`src/hw/iva_defs.svh`:
```
// constants of the interrupt vector arbiter
`ifndef IVA_DEFS_SVH
`define IVA_DEFS_SVH
`define IVA_VEC_BASE     8'hE0
`define IVA_VEC_TRAP     8'hFE
`define IVA_VEC_EXT      8'hFA
`define IVA_VEC_STEP     2
`define IVA_PC_W         15
`define IVA_SRC_N        15
`define IVA_SRC_TRAP     14
`define IVA_LAST_IN_BLK  8'hFF
`endif

```
`src/hw/iva_pkg.sv`:
```
// types of the interrupt vector arbiter
package iva_pkg;
   typedef enum logic [3:0] {
      IVA_IDLE = 4'h1,
      IVA_HI   = 4'h2,
      IVA_LO   = 4'h4,
      IVA_LOAD = 4'h8
   } iva_state_t;
endpackage : iva_pkg
```
`src/hw/iva_arbiter.sv`:
```
// interrupt vector arbiter with software trap pending flag
`timescale 1ns/10ps
`include "iva_defs.svh"

// How it works
// - a dispatch instruction starts arbitration giving an even E0..FE offset.
// - active sources are sampled only in the first dispatch cycle.
// - an active software trap always yields FE.
// - external pin without trap or reserved bit 13 yields FA, lower ranks lower even values.
// - only the low byte of the program counter is replaced, except at a block's last byte, where the next block's upper bits are used.
// - the vector at that address is fetched and loaded into the counter.
// - the trap pending flag is internal and not software reachable.
// - reset clears the trap pending flag.
// - a software trap sets the trap pending flag.
// - the clear-trap-pending instruction clears the flag unless a software trap comes in the same cycle.
// - rank runs trap, reserved, external, timers, serial, reserved, port.
// - a vector is two bytes, high byte at the lower address.
// - with nothing active the E0 default slot is used.
// - a dispatch at a block's last byte uses the next block's table.
module iva_arbiter
   import iva_pkg::*;
#(
   parameter int PC_W  = `IVA_PC_W,
   parameter int SRC_N = `IVA_SRC_N
) (
   // clock and reset
   input  wire logic            mclk,
   input  wire logic            rst_n,
   // sequencer
   input  wire logic            vector_dispatch_instr,
   input  wire logic            clear_trap_pending_instr,
   input  wire logic            trap_opcode,
   input  wire logic [PC_W-1:0] pc_in,
   // sources, bit 13 highest maskable (reserved), bit 0 port edge
   input  wire logic [SRC_N-2:0] irq_active,
   // program memory
   input  wire logic [7:0]      pmem_data,
   output logic      [PC_W-1:0] pmem_addr,
   output logic                 pmem_rd,
   // program counter load
   output logic      [PC_W-1:0] pc_out,
   output logic                 pc_load,
   output logic                 busy,
   output logic                 trap_pending_flag
);
   // ****************************************************************
   // parameter check
   // ****************************************************************
   // the vector table layout only fits a 15-bit counter and 15 ranks
   if (PC_W != `IVA_PC_W || SRC_N != `IVA_SRC_N) begin : g_bad_param
      $error("iva_arbiter: unsupported parameters");
   end

   // ****************************************************************
   // state
   // ****************************************************************

   typedef struct packed {
      iva_state_t      st;
      logic            stp;
      logic [PC_W-1:0] addr;
      logic [7:0]      hi;
      logic [PC_W-1:0] pc;
      logic            ld;
      logic            rd;
      // busy kept in its own flop so the pin carries no decode glitch
      logic            bsy;
   } iva_st_t;

   iva_st_t s_r, s_nxt;

   // ****************************************************************
   // arbitration
   // ****************************************************************
   // sources are scanned from the lowest up so the highest active one
   // writes last; the trap overrides everything
   function automatic logic [7:0] rank(input logic trap,
                                       input logic [SRC_N-2:0] act);
      logic [7:0] v;
      v = `IVA_VEC_BASE;
      for (int i = 0; i < SRC_N - 1; i++) begin
         if (act[i]) begin
            v = `IVA_VEC_BASE + 8'((i + 1) * `IVA_VEC_STEP);
         end
      end
      if (trap) begin
         v = `IVA_VEC_TRAP;
      end
      return v;
   endfunction : rank

   // ****************************************************************
   // next state
   // ****************************************************************
   logic [PC_W-1:0] blk_pc;
   always_comb begin
      s_nxt    = s_r;
      s_nxt.ld = 1'b0;
      s_nxt.rd = 1'b0;
      // set wins over clear
      if (clear_trap_pending_instr) s_nxt.stp = 1'b0;
      if (trap_opcode)              s_nxt.stp = 1'b1;
      // next block when dispatch sits on the block's last byte
      blk_pc = (pc_in[7:0] == `IVA_LAST_IN_BLK) ?
               PC_W'(pc_in + PC_W'(1)) : pc_in;
      unique case (s_r.st)
         IVA_IDLE: begin
            // sources are looked at only here, later cycles ignore them
            if (vector_dispatch_instr) begin
               s_nxt.addr = {blk_pc[PC_W-1:8],
                  rank(s_r.stp, irq_active)};
               s_nxt.rd   = 1'b1;
               s_nxt.bsy  = 1'b1;
               s_nxt.st   = IVA_HI;
            end
         end
         IVA_HI: begin
            // memory answers within the read cycle
            s_nxt.hi   = pmem_data;
            s_nxt.addr = PC_W'(s_r.addr + PC_W'(1));
            s_nxt.rd   = 1'b1;
            s_nxt.st   = IVA_LO;
         end
         IVA_LO: begin
            // top bit of the high byte is dropped, vectors are 15 bits
            s_nxt.pc = {s_r.hi[PC_W-9:0], pmem_data};
            s_nxt.ld = 1'b1;
            s_nxt.st = IVA_LOAD;
         end
         IVA_LOAD: begin
            s_nxt.bsy = 1'b0;
            s_nxt.st  = IVA_IDLE;
         end
      endcase
   end

   // ****************************************************************
   // registers
   // ****************************************************************
   always_ff @(posedge mclk or negedge rst_n) begin
      if (!rst_n) begin
         s_r <= '{st: IVA_IDLE, default: '0};
      end else begin
         s_r <= s_nxt;
      end
   end

   // ****************************************************************
   // outputs
   // ****************************************************************
   // flag leaves only as a status pin, no software path to it
   assign trap_pending_flag = s_r.stp;
   assign pmem_addr = s_r.addr;
   assign pmem_rd   = s_r.rd;
   assign pc_out    = s_r.pc;
   assign pc_load   = s_r.ld;
   assign busy      = s_r.bsy;
endmodule : iva_arbiter

```
`config.mk`:
```
export PLATFORM = sky130hd
export DESIGN_NAME = iva_arbiter
export DESIGN_NICKNAME = d
export VERILOG_FILES = /design/src/hw/iva_pkg.sv /design/src/hw/iva_arbiter.sv
export VERILOG_INCLUDE_DIRS = /design/src /design/src/hw
export SDC_FILE = /design/constraint.sdc
export NUM_CORES = 1
export LEC_CHECK = 0
export BUFFER_PORTS_ARGS = -buffer_cell sky130_fd_sc_hd__buf_2
export CORE_ASPECT_RATIO = 0.9
export CORE_UTILIZATION = 50
export DETAILED_ROUTE_END_ITERATION = 7
export GPL_ROUTABILITY_DRIVEN = 0
export PLACE_DENSITY = 0.87
export SETUP_SLACK_MARGIN = 0.3
export SLEW_MARGIN = 20
export SYNTH_ARGS = -nofsm -noshare
export SYNTH_HDL_FRONTEND = slang
export SYNTH_SLANG_ARGS = --single-unit
```
`constraint.sdc`:
```
create_clock -name mclk -period 2 [get_ports mclk]
set_input_delay 0.1 -clock mclk [delete_from_list [all_inputs] [get_ports mclk]]
set_output_delay 0.1 -clock mclk [all_outputs]
set_load 0.01 [all_outputs]
```
Word level (Yosys, flattened, before mapping):

Index checks and enable logic that the tools add are counted.

* flip-flop bits (word level): 45
* RAM bits: 0
* memories: 0
* bits in latches: 0
* output and inout port bits: 34
* ROM bits: 0

* bitwise logic cells: 0
* div/mod/pow operators: 0
* $mul: 0
* shift-type cells: 0
* $add $sub $neg: 2
* reductions and logical operators: 5
* order comparisons: 0
* multiplexer cells: 26
* eq/ne operators: 6

Operator list (count)
* $mux 8: 14
* $add 15x1->15 const B: 2
* $mux 15: 2
* $pmux 15 s2: 1
* $pmux 4 s4: 1
* $eq 8x8->1 const B: 1
* $reduce_bool 2->1: 3
* $eq 4x1->1 const B: 1
* $eq 4x2->1 const B: 1
* $eq 4x3->1 const B: 1
* $eq 4x4->1 const B: 1
* $mux 2: 2
* $mux 4: 1
* $pmux 1 s2: 2
* $reduce_and 2->1: 2
* $mux 1: 3
* $ne 2x2->1 const B: 1

Longest topological paths before layout:

* depth after elaboration: 17
* mapped depth: 9

Worst setup path after synthesis:

Ideal clock, no wire load.

* path type: register to register
* start: register s_r[45] in the netlist's numbering
* end: register s_r (netlist bit pc_out[7])
* arrival: 1.694 ns
* required time: 1.875 ns
* library setup time: 0.125 ns
* buffers on the path: 2
* path slack: 0.181 ns
* stages on the path, launching flop included: 5
* path through: dfrtp_1 buf_6 nor4b_2 buf_4 mux2_2

* longest elaborated chain between the ends: 1

RTL lines
* start: declaration: RTL line iva_arbiter.sv:70 `iva_st_t s_r, s_nxt;`
* start signal: assignment: RTL line iva_arbiter.sv:144 `s_r <= s_nxt;`
* $eq 4x3->1: RTL line iva_arbiter.sv:106 `unique case (s_r.st)`

Every way passes these cells.
A chain may end at the register's enable or synchronous reset.

Worst setup path in the final report:

* start: register s_r[45] in the netlist's numbering
* end: register s_r (netlist bit pmem_addr[13])

* longest elaborated chain between the ends: 3

RTL lines (RTL line)
* $eq 4x1->1 or $eq 4x2->1 (tied branches): iva_arbiter.sv:106
* $ne 2x2->1 (no line) or $reduce_bool 2->1 (tied branches)
* $reduce_and 2->1 (no line)

Several ways; a longest one is shown, not always the timed one.

==> flow_summary.json <==
{
  "setup_tns_ns": 0,
  "via_per_inst": 5.446,
  "clk_pin_slew_ns": 0.08,
  "grtUsageMet3": 0.04124,
  "drive_above_1_share": 0.4129,
  "p_int_mw": 2.486,
  "syn_nets": 292,
  "ys_ff_latch": 45,
  "drtIter0Drc": 139,
  "use_met1": 0.2593,
  "numCtsBuffers": 5,
  "antenna_found_initial": 0,
  "grt_max_degree": 46,
  "p_clk_frac": 0.133,
  "synth-edff-count": 0,
  "startpoint_type": "flip-flop",
  "nNetsFinal": 352,
  "grtUsageMet2": 0.3650,
  "ios": 76,
  "syn_area_um2": 2450,
  "clock_sinks": 45,
  "power_mw": 4.183,
  "grt-ovfl-total": 0,
  "peakVddDrop_uv": 453.4,
  "grt_usage": 0.2153,
  "grt_pass1_wl_um": 8335,
  "htree_levels": 2,
  "cpMaxStageDelayCell": "or4b_4",
  "post-synth-top-count-cell": "dfrtp_1",
  "p_sw_frac": 0.4056,
  "final-hold-violation-count": 0,
  "worst-endpoint-required_ns": 2.20,
  "yosys.cell_types.count": 51,
  "crit_fanout": 5,
  "routed_wl_um": 5251,
  "fin_area_um2": 2875,
  "seq_power_share": 0.392,
  "layout_min_cycle_time_ns": 1.738,
  "die_area_um2": 5184,
  "synth_largest_area_cell": "dfrtp_1",
  "yosysSeqAreaShare": 0.4602,
  "power_density_nw_per_um2": 1455,
  "switchingPower_mw": 1.697,
  "start_util": 0.5354,
  "rows": 23,
  "clock_skew_ns": 0.003772,
  "cts_root_buffer": "clkbuf_8",
  "synth_warnings": 0,
  "hpwl_um": 3773,
  "postPlaceCellArea_um2": 2695,
  "syn2layout_area_growth_pct": 17.36,
  "path_depth": 6,
  "netlist.area_leader.share": 0.4494,
  "cts_tree": "built",
  "status": "completed",
  "synthFlopType": "dfrtp_1",
  "critPathCaptureType": "flip-flop",
  "portBuffers": 75,
  "cp_num_buf_inv": 1,
  "die_height_um": 68.41,
  "max_cap_viol_count": 0,
  "p_leak_nw": 1.335,
  "clock_path_buffers": 2,
  "first_pass_iters": 4,
  "max_freq_mhz": 575.5,
  "cpPeakStageDelay_ns": 0.59,
  "synthCells": 249,
  "drv_slew": 0,
  "tightest_slew_ns": 0.5890,
  "rsz0062_at_grt": "yes",
  "synth_commonest_cells": "44 x dfrtp_1, 31 x buf_4, 30 x nand2_1",
  "clk-insertion-delay-late_ns": 0.30,
  "wl_per_cell_um": 14.12,
  "syn_avg_cell_area_um2": 9.839,
  "first_global_vias": 1945,
  "setup_violations": 0,
  "slew_headroom": 0.6037,
  "critPathKind": "reg2reg",
  "ant_nets": 0,
  "antenna_cells": 0,
  "async_flop_share": 1.000,
  "fin_crit_sh": 0.8688,
  "rr_worst_depth": 6,
  "gr-max-usage-layer": "met2",
  "synth_area_leaders": "dfrtp_1 45%, buf_4 9.5%, mux2_2 6.9%",
  "path_delay_family": "simple AND/OR/NAND/NOR gates",
  "die_w_um": 75.79,
  "core_um2": 4576,
  "hp-class": "in2reg",
  "drc": 0,
  "cp_cell_sequence": "or4b_4 > clkinv_4 > nand3_4 > nor2_4 > a211oi_2 > a311oi_1",
  "arrival_ns": 1.94,
  "combPwrFrac": 0.475,
  "min_path_cells": 3,
  "routed-via-count": 2026
}
==> what timing repair did <==
action | CTS | global route
buffers inserted | 2 | 3
pin swaps | 0 | 2
endpoints found under the hold margin | 45 | 0
setup endpoints to repair | 11 | 11
hold buffers | 2 | 0
gates resized for setup | 3 | 8
==> power groups by stage <==
stage	combinational (mW)	clock, mW	sequential (mW)
final	1.99	0.557	1.64
after detailed placement	1.82	0	1.66
after floorplan	1.63	0	1.58
after CTS	1.91	0.567	1.63
after global routing	2.17	0.595	1.70
after global placement	1.76	0	1.63
==> layer usage <==
| layer | part of all wire | routed length [µm] | vias to the layer above |
|---|---|---|---|
| met5 | 0 | 0 | - |
| met4 | 0.015 | 81 | 0 |
| met3 | 0.059 | 312 | 8 |
| met2 | 0.51 | 2682 | 69 |
| met1 | 0.41 | 2174 | 972 |
| li1 | - | - | 977 |
==> worst min-delay path, stage by stage <==
cell and delay (ns):
buf_2 0.09, nand2_1 0.04, nand2_1 0.04
==> placed cells by master, fill, tap and decap left out, drive strengths merged, types with 4 or more instances in the layout <==
cell type,n
a211oi,6
mux2,15
nand2,30
nand3,12
nand4,4
a21oi,11
inv,9
clkbuf,6
buf,88
dfrtp,44
nor3,14
and3,4
o21ai,9
nor2,18
==> state kept, by name, summed over array words and instances (netlist names) <==
register,cells
pmem_addr,15
s_r,11
pc_load,1
busy,1
trap_pending_flag,1
pc_out,15
pmem_rd,1
==> logic make-up after synthesis <==
kind of cell	Yosys count	share of synthesized area
AO/OA/AOI/OAI	42	0.1154
multiplexers	16	0.07303
XOR/XNOR	6	0.02145
AND/OR/NAND/NOR	92	0.1931
buffers and inverters	47	0.1318
flip-flops	45	0.4602
adder cells (fa/ha/maj)	1	0.005106
==> final timing paths <==
check,slack (ns),to,start
worst max-delay path,0.26,pmem_addr[13],s_r[45]
worst min-delay path,0.005,s_r[22],pmem_data[4]
worst max register to register,0.26,pmem_addr[13],s_r[45]
worst min register to register,0.48,s_r[24],s_r[24]
max in group asynchronous,1.20,s_r[43],rst_n
min in group asynchronous,0.40,pc_out[7],rst_n
==> metrics by stage <==
stage	setup slack, ns	cells	util	hold WS, ns
after floorplan	0.1811	249	-	-0.1956
after global placement	0.2361	357	0.5890	0.2044
after detailed placement	0.1955	357	0.5890	0.2136
after CTS	0.3053	369	0.6177	0.001029
after global routing	0.1962	372	0.6284	0.01594
final	0.2625	372	0.6284	0.004970
==> area by class of cell <==
type,instances,area (µm²)
Timing Repair Buffer,90,504.2
Fill cell,357,1700
Sequential cell,45,1129
Clock inverter,2,15.01
Inverter,10,45.04
Tap cell,62,77.57
Clock buffer,6,72.57
Multi-Input combinational cell,157,1032
No activity file was read; power rests on OpenSTA's default activity.
